File: config.mk
export PLATFORM = sky130hd
export DESIGN_NAME = dai_auto_reload_enable_ctrl
export DESIGN_NICKNAME = d
export VERILOG_FILES = /design/src/design/dai_pkg.sv /design/src/design/dai_copy_if.sv /design/src/design/dai_work_store.sv /design/src/design/dai_auto_reload_enable_ctrl.sv
export VERILOG_INCLUDE_DIRS = /design/src /design/src/design
export SDC_FILE = /design/constraint.sdc
export NUM_CORES = 1
export LEC_CHECK = 0
export BUFFER_PORTS_ARGS = -buffer_cell sky130_fd_sc_hd__buf_2
export CORE_ASPECT_RATIO = 1.2
export CORE_UTILIZATION = 40
export DETAILED_ROUTE_END_ITERATION = 6
export REMOVE_ABC_BUFFERS = 1
export SLEW_MARGIN = 20
export SYNTH_ARGS = -nofsm -noshare
export SYNTH_HDL_FRONTEND = slang
export SYNTH_SLANG_ARGS = --single-unit
File: constraint.sdc
create_clock -name clk -period 2.33 [get_ports clk]
set_clock_uncertainty 0.05 [all_clocks]
set_input_delay 0.233 -clock clk [delete_from_list [all_inputs] [get_ports clk]]
set_output_delay 0.233 -clock clk [all_outputs]
set_load 0.005 [all_outputs]
File: src/design/dai_consts.svh
// Constants for the channel auto-reload control block
`ifndef DAI_CONSTS_SVH
`define DAI_CONSTS_SVH
`define DAI_ADDR_CTRL 4'h0
`define DAI_ADDR_STAT 4'h1
`define DAI_ADDR_CFG 4'h2
`define DAI_ADDR_WORK 4'h3
`define DAI_BIT_AUTO 8
`define DAI_BIT_REPEAT 9
`define DAI_BIT_EOP 11
`define DAI_BIT_EN 15
`define DAI_CTRL_RESET 16'h0000
`define DAI_CTRL_MASK 16'h0b00
`define DAI_CFG_RESET 16'h0000
`endif

File: src/design/dai_pkg.sv
// Types shared by the auto-reload control block
package dai_pkg;
  typedef enum logic [1:0] {DAI_IDLE, DAI_RUN, DAI_WAIT} dai_state_type;
endpackage

File: src/design/dai_copy_if.sv
// Interface carrying the configuration-to-working copy
`timescale 1ns/1ps
interface dai_copy_if #(parameter int WIDTH = 16);
  logic load; // Copy strobe
  logic [WIDTH-1:0] cfg; // Configuration value
  logic [WIDTH-1:0] work; // Working value
  modport ctl (output load, output cfg, input work);
  modport store (input load, input cfg, output work);
endinterface

File: src/design/dai_work_store.sv
// Working register set, loaded only by the copy strobe
`timescale 1ns/1ps
module dai_work_store
  import dai_pkg::*;
(
  input wire clk, // System clock
  input wire sys_rst, // Async reset, active high
  dai_copy_if.store cp // Copy port
);
  logic [$bits(cp.work)-1:0] work_r; // Working copy

  // Load only on copy; config writes alone never reach here
  always_ff @(posedge clk or posedge sys_rst)
  begin
    if (sys_rst)
    begin
      work_r <= '0;
    end
    else if (cp.load)
    begin
      work_r <= cp.cfg;
    end
  end

  assign cp.work = work_r;
endmodule // dai_work_store

File: src/design/dai_auto_reload_enable_ctrl.sv
// Channel auto-reload control: control register, copy and restart
// Notes on behaviour
// - Block end clears active unless reloading
// - Auto mode: copy config, then re-enable
// - Bit 8 enables auto reload
// - Bit 9 selects handshake or free reload
// - Hardware clears bit 11 after a block-end copy; a start copy keeps it
// - Bit 11: 0 free, 1 programmed
// - Config writes never touch working set
// - Bits 11, 9, 8 reset to zero, RW
// - Repeat 1 ignores flag; 0 waits
// - Auto off or cleared: stop at end
// - Enable cleared stops channel at once
// - Setting enable also copies config
//
// Chosen here: the register offsets and the address-and-strobe port.
`timescale 1ns/1ps
`include "dai_consts.svh"
module dai_auto_reload_enable_ctrl
  import dai_pkg::*;
#(
  parameter int WIDTH = 16 // Width of the modelled context word
)
(
  input wire clk, // System clock
  input wire sys_rst, // Async reset, active high
  input wire [3:0] regAddr, // Register index
  input wire [15:0] regWdata, // Write data
  input wire regWr, // Write strobe
  input wire regRd, // Read strobe
  output logic [15:0] regRdata, // Read data, cycle after strobe
  input wire blockDone, // Last element of block moved
  output logic chanActive, // Channel running a block
  output logic copyPulse, // Config copied to working set
  output logic [WIDTH-1:0] workCtx // Working context word
);
  dai_copy_if #(.WIDTH(WIDTH)) cp (); // Copy link to store

  logic autoReload_r; // Auto reload enable
  logic repeatSel_r; // Reload without handshake
  logic end_of_programming_flag_r; // End-of-programming flag
  logic chanEn_r; // Channel enable
  logic [WIDTH-1:0] cfg_r; // Configuration context
  logic [15:0] rdata_r; // Read data register
  logic [WIDTH-1:0] work_r; // Registered working copy out
  dai_state_type state_r; // Channel state
  logic wrCtrl; // Control register write
  logic wrCfg; // Config register write
  logic enRise; // Software sets enable
  logic reloadGo; // End-of-block reload taken now
  logic doCopy; // Copy this cycle
  logic [15:0] ctrlView; // Control register as read
  logic [15:0] statView; // Status word as read

  assign wrCtrl = regWr && (regAddr == `DAI_ADDR_CTRL);
  assign wrCfg = regWr && (regAddr == `DAI_ADDR_CFG);
  // Start only from a stopped channel; a parked one needs the flag
  assign enRise = wrCtrl && regWdata[`DAI_BIT_EN]
    && (state_r == DAI_IDLE);

  // Reload decision: repeat ignores flag, else flag must be 1
  always_comb
  begin
    reloadGo = 1'b0;
    case (state_r)
      DAI_RUN:
      begin
        // Flag already set reloads in the same cycle
        reloadGo = blockDone && autoReload_r &&
          (repeatSel_r || end_of_programming_flag_r);
      end
      DAI_WAIT:
      begin
        // Parked: only the flag releases the reload
        reloadGo = autoReload_r && end_of_programming_flag_r;
      end
      default:
      begin
        reloadGo = 1'b0;
      end
    endcase
  end

  // Start copy, or block-end copy while still enabled
  assign doCopy = enRise || (reloadGo && chanEn_r);

  // Mode bits change only by a software write
  always_ff @(posedge clk or posedge sys_rst)
  begin
    if (sys_rst)
    begin
      autoReload_r <= 1'b0;
      repeatSel_r <= 1'b0;
    end
    else if (wrCtrl)
    begin
      autoReload_r <= regWdata[`DAI_BIT_AUTO];
      repeatSel_r <= regWdata[`DAI_BIT_REPEAT];
    end
  end

  // Channel enable; hardware drops it once no reload can follow
  always_ff @(posedge clk or posedge sys_rst)
  begin
    if (sys_rst)
    begin
      chanEn_r <= 1'b0; // Stopped after reset
    end
    else if (wrCtrl)
    begin
      chanEn_r <= regWdata[`DAI_BIT_EN]; // Software write wins
    end
    else if (state_r == DAI_RUN && blockDone && !reloadGo
      && !(autoReload_r && chanEn_r))
    begin
      chanEn_r <= 1'b0;
    end
    else if (state_r == DAI_WAIT && !autoReload_r)
    begin
      // Auto cleared while parked: the reload will never come
      chanEn_r <= 1'b0;
    end
  end

  // End-of-programming flag; a core write of 1 beats the hardware clear
  always_ff @(posedge clk or posedge sys_rst)
  begin
    if (sys_rst)
    begin
      end_of_programming_flag_r <= 1'b0;
    end
    else if (wrCtrl && regWdata[`DAI_BIT_EOP])
    begin
      end_of_programming_flag_r <= 1'b1;
    end
    else if (doCopy && state_r != DAI_IDLE)
    begin
      // Only a block-end copy frees the set; a start copy keeps it
      end_of_programming_flag_r <= 1'b0;
    end
    else if (wrCtrl)
    begin
      end_of_programming_flag_r <= 1'b0;
    end
  end

  // Configuration context; only the copy moves it onward
  always_ff @(posedge clk or posedge sys_rst)
  begin
    if (sys_rst)
    begin
      cfg_r <= WIDTH'(`DAI_CFG_RESET);
    end
    // A write during a block waits for the next copy
    else if (wrCfg)
    begin
      cfg_r <= regWdata[WIDTH-1:0];
    end
  end

  // Channel state machine
  always_ff @(posedge clk or posedge sys_rst)
  begin
    if (sys_rst)
    begin
      state_r <= DAI_IDLE;
    end
    // Clearing enable beats every state, even mid block
    else if (wrCtrl && !regWdata[`DAI_BIT_EN])
    begin
      state_r <= DAI_IDLE;
    end
    else
    begin
      case (state_r)
        // Stopped: only a software enable starts a block
        DAI_IDLE:
        begin
          if (enRise)
          begin
            state_r <= DAI_RUN;
          end
        end
        // Running: block end reloads, parks or stops
        DAI_RUN:
        begin
          if (blockDone && !reloadGo)
          begin
            // Handshake pending waits, otherwise the channel stops
            state_r <= (autoReload_r && !repeatSel_r)
              ? DAI_WAIT : DAI_IDLE;
          end
        end
        // Parked: waits for the flag, or for auto to be cleared
        DAI_WAIT:
        begin
          if (!autoReload_r)
          begin
            state_r <= DAI_IDLE;
          end
          else if (reloadGo)
          begin
            state_r <= DAI_RUN;
          end
        end
        // Unused encoding falls back to stopped
        default:
        begin
          state_r <= DAI_IDLE;
        end
      endcase
    end
  end

  // Register read view; reserved bits are constant zero
  always_comb
  begin
    // Enable is write-only here; status shows whether the channel runs
    ctrlView = 16'h0000;
    ctrlView[`DAI_BIT_AUTO] = autoReload_r;
    ctrlView[`DAI_BIT_REPEAT] = repeatSel_r;
    ctrlView[`DAI_BIT_EOP] = end_of_programming_flag_r;
    ctrlView = ctrlView & 16'(`DAI_CTRL_MASK);
  end

  // Status view: bit 0 busy, bit 1 parked on the handshake
  always_comb
  begin
    statView = 16'h0000;
    statView[0] = (state_r != DAI_IDLE); // Running or parked
    statView[1] = (state_r == DAI_WAIT); // Waiting for the flag
  end

  // Read data stands one cycle after the strobe, then drops to zero
  always_ff @(posedge clk or posedge sys_rst)
  begin
    if (sys_rst)
    begin
      rdata_r <= 16'h0000;
    end
    else if (regRd)
    begin
      case (regAddr)
        `DAI_ADDR_CTRL:
        begin
          rdata_r <= ctrlView; // Mode bits and flag
        end
        `DAI_ADDR_STAT:
        begin
          rdata_r <= statView; // Channel state
        end
        `DAI_ADDR_CFG:
        begin
          rdata_r <= 16'(cfg_r); // Next context
        end
        `DAI_ADDR_WORK:
        begin
          rdata_r <= 16'(cp.work); // Context in use
        end
        default:
        begin
          rdata_r <= 16'h0000; // Unmapped reads as zero
        end
      endcase
    end
    else
    begin
      // Zero between reads keeps stale data off the bus
      rdata_r <= 16'h0000;
    end
  end

  // Copy strobe registered as status pulse, working copy flopped
  // The extra flop keeps workCtx registered; it lags the store a cycle
  always_ff @(posedge clk or posedge sys_rst)
  begin
    if (sys_rst)
    begin
      copyPulse <= 1'b0;
      work_r <= '0;
    end
    else
    begin
      copyPulse <= doCopy;
      work_r <= cp.work;
    end
  end

  // Copy link and output views
  assign cp.load = doCopy;
  assign cp.cfg = cfg_r;
  assign regRdata = rdata_r;
  assign chanActive = (state_r == DAI_RUN);
  assign workCtx = work_r;

  // Working set in its own store, fed only by the copy strobe
  dai_work_store u_store (
    .clk(clk),
    .sys_rst(sys_rst),
    .cp(cp)
  );
endmodule // dai_auto_reload_enable_ctrl

==> results.txt, run 1 <==
The flow ran to the end, and the final reports show no timing, DRC or antenna violations. The worst setup path is of the reg2reg kind. The count of buffers inserted at the top-level ports is 58. In this run the worst setup path begins at state_r[0]. The fraction of final layout cells with drive strength greater than 1 came out at 43.3%. The synthesized netlist occupies a cell area of 0.00284 mm2. Following the worst setup path forward leads to its endpoint at u_store.cp.work[14].

The height of the chip is 94.4 um. Once layout is complete, the cells apart from fillers number 364. Summed over all nets, the half-perimeter wirelength after detailed placement is 3.51 mm.

The fill cell total of the finished layout is 632. The total setup violations reported at the end of the flow is 0. The total wire length after detailed routing came out at 5.25 mm. The relative area change from synthesis to final layout is 20.1%. For the worst-skew pair, the clock arrives at the later sink with an insertion delay of 0.33 ns. Counting flops and latches in the post-synthesis netlist gives 71. The proportion of netlist area held by the largest area contributor came out at 62.5%. The count of nets left with antenna violations once routing finished came out at 0. The average cell area after synthesis came out at 13.5 um2.

Measured against its own limit, the worst slew margin works out to 57.5%. The class of the tightest hold or removal check is in2reg. The peak ir drop on the vdd network is 0.000426 V.

No sink is reached through more buffers than the 2 on the longest clock path. Setup repair after global routing left no endpoint under its margin. Clock-pin slew was measured on the worst setup and hold paths at 0.08 ns. The number of vias per cell came out at 5.03. The via count of the first global-routing pass is 1785. The final layout contains 302 nets.

In the layout the commonest cells are sky130_fd_sc_hd__dfrtp_1, sky130_fd_sc_hd__buf_2, sky130_fd_sc_hd__mux2_2, sky130_fd_sc_hd__nor2_1, sky130_fd_sc_hd__nand2_1. The worst register-to-register path ends at u_store.cp.work[14]. The worst reg2reg path depth is 7. Of the available clock period, the critical path in the final layout requires 86.1%. The H-tree was split into 3 levels. The sequential element share of the synthesized area is 62.5%. The cell sitting at the root of the clock tree is a sky130_fd_sc_hd__clkbuf_8. The I/O pin count came out at 59. During synthesis, Yosys emitted a total of 0 warnings. The number of setup buffers added after CTS is 0. The count of vias placed by the detailed router came out at 1830. In the final routed layout, each cell accounts on average for 14.4 um. At the end of routability-driven placement, the weighted congestion stood at 0.803.

The utilization of the core after routing is 49.8%. The number of gates given a new drive strength after cts came out at 0. The initial antenna violation count was 0. The die is 79.0 um wide. For the worst setup path, the data arrival time is 2.17 ns. The count of routing violations after the opening detailed-route iteration is 120.

The post-detailed-placement cell area is 0.00320 mm2. Counting flops with a built-in enable in the synthesized netlist gives 0. TritonCTS built the clock tree. The element type at the critical path start is a flip-flop. The most used flip-flop cell after synthesis is sky130_fd_sc_hd__dfrtp_1. Timing would allow up to 498 MHz.

The clock period could shrink to 2.01 ns. The total congestion overflow after global routing came out at 0. Summed over all instances, the cell type with the most area after synthesis is sky130_fd_sc_hd__dfrtp_1. The number of max-slew violations in the final report came out at 0. The maximum fanout count along the critical path came out at 17. In this run the power density over the cells is 930 mW/mm2. The number of clock buffers inserted by TritonCTS is 9. The clock net in this run drives a total of 71 sinks. The final cell area excluding filler cells came out at 0.00342 mm2. The floorplan die area came out at 0.00745 mm2.

The post-placement cell count is 348. The worst register-to-register path begins at state_r[0]. The first global-routing pass estimated 8.69 mm of wire.

The worst endpoint required time is 2.50 ns. The endpoint type of the worst setup path is a flip-flop. The count of endpoints failing hold in the final timing report came out at 0. Global routing used 15.8% of the available tracks across all layers. For the pin with the worst max-slew slack, the measured transition is 0.636 ns. The aggregate negative setup slack is 0 ns.

The number of placement rows came out at 33. The area inside the core boundary is 0.00685 mm2. The total of max-cap violations came out at 0.

The overall power consumption is 3.18 mW. The register-to-register path setup slack is 0.32 ns. Entering global routing, the biggest net connects 72 pins. The most common library cell in the layout ignoring fill and taps is sky130_fd_sc_hd__dfrtp_1. Before CTS, the worst setup slack after placement is 0.340 ns.

Once the floorplan was initialized, standard cells occupied 41.5% of the core. The synthesized instance count came out at 210. After clock tree synthesis, the flow added hold-fix buffers numbering 1. The final routed DRC violation total is 0. The worst path meets setup with 0.323 ns of slack. The first TritonRoute pass finished after 4 iterations.

The leakage power summed over all cells came out at 1.72 nW. The count of antenna diodes in the layout came out at 0. In the post-synthesis netlist, the biggest area contributors are sky130_fd_sc_hd__dfrtp_1, sky130_fd_sc_hd__mux2_2, sky130_fd_sc_hd__mux2_4. The share of flip-flops with an asynchronous set or reset after synthesis came out at 100%. The distinct cell type count after synthesis came out at 32. The worst hold slack is 0.0628 ns.
-- synth_stat cells, types with 2 or more instances --
cell / n
sky130_fd_sc_hd__buf_2: 2
sky130_fd_sc_hd__a22oi_1: 14
sky130_fd_sc_hd__mux2_4: 9
sky130_fd_sc_hd__nor3_1: 3
sky130_fd_sc_hd__mux2_2: 28
sky130_fd_sc_hd__o21ai_0: 5
sky130_fd_sc_hd__inv_1: 5
sky130_fd_sc_hd__clkbuf_1: 3
sky130_fd_sc_hd__dfrtp_1: 71
sky130_fd_sc_hd__ha_1: 4
sky130_fd_sc_hd__buf_6: 3
sky130_fd_sc_hd__a21oi_1: 8
sky130_fd_sc_hd__nand2_1: 17
sky130_fd_sc_hd__nor2_1: 20
-- state kept, by name, summed over array words and instances (netlist names) --
register / cells
cfg_r: 16
regRdata: 16
u_store.cp.work: 16
workCtx: 16
state_r: 2
autoReload_r: 1
chanEn_r: 1
copyPulse: 1
end_of_programming_flag_r: 1
repeatSel_r: 1
-- critical path: stages (launching register included) --
cell and delay, ns:
sky130_fd_sc_hd__dfrtp_1 0.42, sky130_fd_sc_hd__inv_1 0.10, sky130_fd_sc_hd__ha_1 0.32, sky130_fd_sc_hd__nand2_1 0.09, sky130_fd_sc_hd__nand2_1 0.07, sky130_fd_sc_hd__nand4_1 0.16
sky130_fd_sc_hd__nand2_4 0.30, sky130_fd_sc_hd__mux2_2 0.38
-- cell type report --
class	instances	area [um2]	area share (%)
clock inverter	6	86.3	2.53
timing repair buffer	61	328	9.60
clock buffer	9	124	3.63
inverter	5	18.8	0.549
multi-input combinational	125	973	28.5
tap	87	109	3.19
sequential	71	1780	52.0
-- logic make-up (layout without fill, tap and decap cells) --
logic type	Yosys count	count (layout)	synth area share, %
multiplexers	37	37	15.8
AO/OA/AOI/OAI	31	31	7.08
flip-flops	71	71	62.5
buffers and inverters	14	81	3.30
AND/OR/NAND/NOR	53	53	9.55
adder cells (fa/ha/maj)	4	4	1.76
-- routing by layer --
layer,vias to the layer above,share of wire (%),GRT usage [%]
met1,924,46,20.3
met5,-,0,0
met2,39,49,25.2
met4,0,1.5,8.18
li1,859,-,-
met3,8,3.9,3.09
-- power breakdown --
part	internal [mW]	total (mW)	switching, mW
clock	0.595	1.04	0.445
sequential	1.46	1.60	0.140
combinational	0.293	0.543	0.249
total	2.34	3.18	0.834
-- how the worst min path moves through the flow --
stage,start,end,slack (ns),depth (start not counted)
after detailed placement,sys_rst,u_store.cp.work[7],0.29,3
after global routing,regWdata[8],autoReload_r,0.05,3
after CTS,regWdata[8],autoReload_r,0.05,3
after global placement,sys_rst,cfg_r[7],0.29,3
final,regWdata[8],autoReload_r,0.06,3
after floorplan,regWdata[8],autoReload_r,0.29,2
Note: power is estimated with default switching activity, not from simulation.
==> inputs of run 2 (changes only) <==
--- a/config.mk
+++ b/config.mk
@@ -8,7 +8,9 @@
 export LEC_CHECK = 0
 export BUFFER_PORTS_ARGS = -buffer_cell sky130_fd_sc_hd__buf_2
 export CORE_ASPECT_RATIO = 1.2
+export CORE_MARGIN = 2
 export CORE_UTILIZATION = 40
+export CTS_CLUSTER_SIZE = 28
 export DETAILED_ROUTE_END_ITERATION = 6
 export REMOVE_ABC_BUFFERS = 1
 export SLEW_MARGIN = 20
==> results.txt, run 2 (synthesized netlist as in run 1, its figures left out) <==
The class of the tightest hold or removal check is in2reg. The number of max-slew violations in the final report came out at 0. The fraction of final layout cells with drive strength greater than 1 is 43.5%. The initial core utilization came out at 41.5%. After detailed routing, the number of vias per cell comes to 4.96. After the flow finishes, the layout carries non-filler instances totaling 365. The post-layout net count came out at 302. The flow ran to the end, and the final reports show no timing, DRC or antenna violations. The first element of the critical path is state_r[0]. The family of cells with the greatest summed delay on the critical path is simple AND/OR/NAND/NOR gates. The worst endpoint required time came out at 2.51 ns. The peak ir drop on the vdd network is 0.000460 V.

The count of buffers inserted at the top-level ports came out at 58. The total of max-cap violations came out at 0. Summing over every cut layer, the via total after detailed routing is 1810. The depth of the CTS H-tree came out at 3.

The number of buffers and inverters on the critical path came out at 1. For this design, the slowest cell found on the critical path is sky130_fd_sc_hd__dfrtp_1. The I/O pin count came out at 59.

The die covers 0.00780 mm2. The cell that appears most often on the critical path is sky130_fd_sc_hd__nand2_1. The fill cell total of the finished layout is 653.

The wire length of the first global-routing pass is 8.99 mm. The startpoint identified for the worst hold timing path is regWdata[8]. The setup check on the worst reg-to-reg path leaves a slack of 0.32 ns. The utilization of the core after routing is 50.1%. The critical path depth in cells came out at 7.

The number of placement rows is 33. The count of routing violations after the opening detailed-route iteration is 83. The core region is 0.00685 mm2.

The largest stage delay on the critical path came out at 0.42 ns. The via count of the first global-routing pass came out at 1797. The leakage power summed over all cells came out at 1.73 nW.

Walking the worst path, the cells encountered are inv_1 -> ha_1 -> nand2_1 -> nand2_1 -> nand4_1 -> nand2_4 -> mux2_2. The total setup violations reported at the end of the flow came out at 0. For the final routed database, the setup TNS stands at 0 ns. The remaining max-slew budget at the tightest pin is 59.2%. The total clock sinks came out at 71. The clock transition at the registers of the reported paths is 0.08 ns. The worst setup path is launched from a flip-flop. The clock period could shrink to 2.01 ns. Detailed placement ended at an HPWL of 3.65 mm. The first TritonRoute pass finished after 4 iterations. The die is 96.4 um tall. The initial antenna violation count is 0. In this run, placement finished with an instance count of 348. The count of nets left with antenna violations after detail routing came out at 0. The maximum fanout count along the critical path is 17.

Counting along the longest clock path gives a buffer depth of 2. The data arrival time of the critical path came out at 2.20 ns. The number of gates given a new drive strength after cts came out at 0. Routability-driven placement finished with a final weighted congestion of 0.771. The power density of the placed cells came out at 947 mW/mm2. The overall die width came out at 81.0 um. The worst reg2reg path depth came out at 7. The count of endpoints failing hold in the final timing report is 0. The count of antenna diodes in the layout is 0.

Derived from the worst setup path, the maximum achievable clock frequency is 497 MHz. By startpoint and endpoint, the worst setup path is classified as reg2reg. TritonCTS built the clock tree. Along the worst hold path, the cell count comes to 3. For this run, design rule violations remaining after detail routing come to 0.

The startpoint identified for the worst register-to-register timing path is state_r[0]. Setup repair after global routing left no endpoint under its margin. TritonCTS created 9 clock buffers. The wire length per cell came out at 15.0 um. The worst hold slack is 0.0599 ns. At the pin with the least slew margin, the transition time is 0.610 ns. The library cells used most frequently in the layout, excluding fill and tap cells, are sky130_fd_sc_hd__dfrtp_1, sky130_fd_sc_hd__buf_2, sky130_fd_sc_hd__mux2_2, sky130_fd_sc_hd__nor2_1, sky130_fd_sc_hd__nand2_1. Global routing used 15.8% of the available tracks across all layers.

Entering global routing, the biggest net connects 72 pins. The insertion delay to the later sink of the worst-skew pair is 0.34 ns. The total congestion overflow after global routing came out at 0. The total wire length after detailed routing is 5.49 mm. The worst setup path is captured at a flip-flop.

In the finished design, the share of the clock period the worst path needs comes to 86.4%. Leaving out fill and tap cells, the most frequent cell in the layout is sky130_fd_sc_hd__dfrtp_1. The tree is rooted in a sky130_fd_sc_hd__clkbuf_8. The relative area change from synthesis to final layout is 20.8%.
## run 2: changes by cell type in the layout (fill, tap and decap cells not counted)
cell	delta
sky130_fd_sc_hd__clkinv_2	-2
sky130_fd_sc_hd__clkinv_4	+1
sky130_fd_sc_hd__inv_6	+1
sky130_fd_sc_hd__inv_8	+1
## run 2: routing by layer
metal  vias up  wire, um  track usage (%)
met5         -         0                0
met4         0       112             8.90
met3         8       238             3.44
met2        45      2800             26.0
met1       898      2340             19.2
li1        859         -                -
## run 2: timing repair
item                                   CTS  global route
hold buffers                             1             0
endpoints found under the hold margin   71             0
setup buffers                            0             0
## run 2: final cells by class
type | count | area [um2] | area share [%]
Sequential cell | 71 | 1780 | 51.7
Tap cell | 87 | 109 | 3.17
Inverter | 5 | 18.8 | 0.546
Clock inverter | 7 | 105 | 3.06
Multi-Input combinational cell | 125 | 973 | 28.3
Timing Repair Buffer | 61 | 328 | 9.54
Clock buffer | 9 | 124 | 3.61
## run 2: worst reg2reg max path: stages, from the launching register on
cell and delay, ns:
sky130_fd_sc_hd__dfrtp_1 0.42, sky130_fd_sc_hd__inv_1 0.09, sky130_fd_sc_hd__ha_1 0.32, sky130_fd_sc_hd__nand2_1 0.09, sky130_fd_sc_hd__nand2_1 0.07, sky130_fd_sc_hd__nand4_1 0.17
sky130_fd_sc_hd__nand2_4 0.32, sky130_fd_sc_hd__mux2_2 0.38
## run 2: through the flow
stage | total power [mW] | worst slack [ns] | area [um2]
3_3_place_gp | 2.15 | 0.427 | 3200
4_1_cts | 3.29 | 0.335 | 3430
2_1_floorplan | 1.96 | 0.250 | 2770
6_report | 3.25 | 0.317 | 3430
3_5_place_dp | 2.17 | 0.350 | 3200
5_1_grt | 3.43 | 0.171 | 3430
## run 2: report_power, final
group / internal, mW / switching (mW) / total (mW)
registers: 1.46 / 0.145 / 1.60
clock network: 0.617 / 0.487 / 1.10
logic: 0.294 / 0.254 / 0.548
## run 2: final timing paths
check | to
max | u_store.cp.work[13]
min | autoReload_r
min reg2reg | workCtx[11]
max in group asynchronous | regRdata[15]
min in group asynchronous | cfg_r[5]
max reg2reg | u_store.cp.work[13]
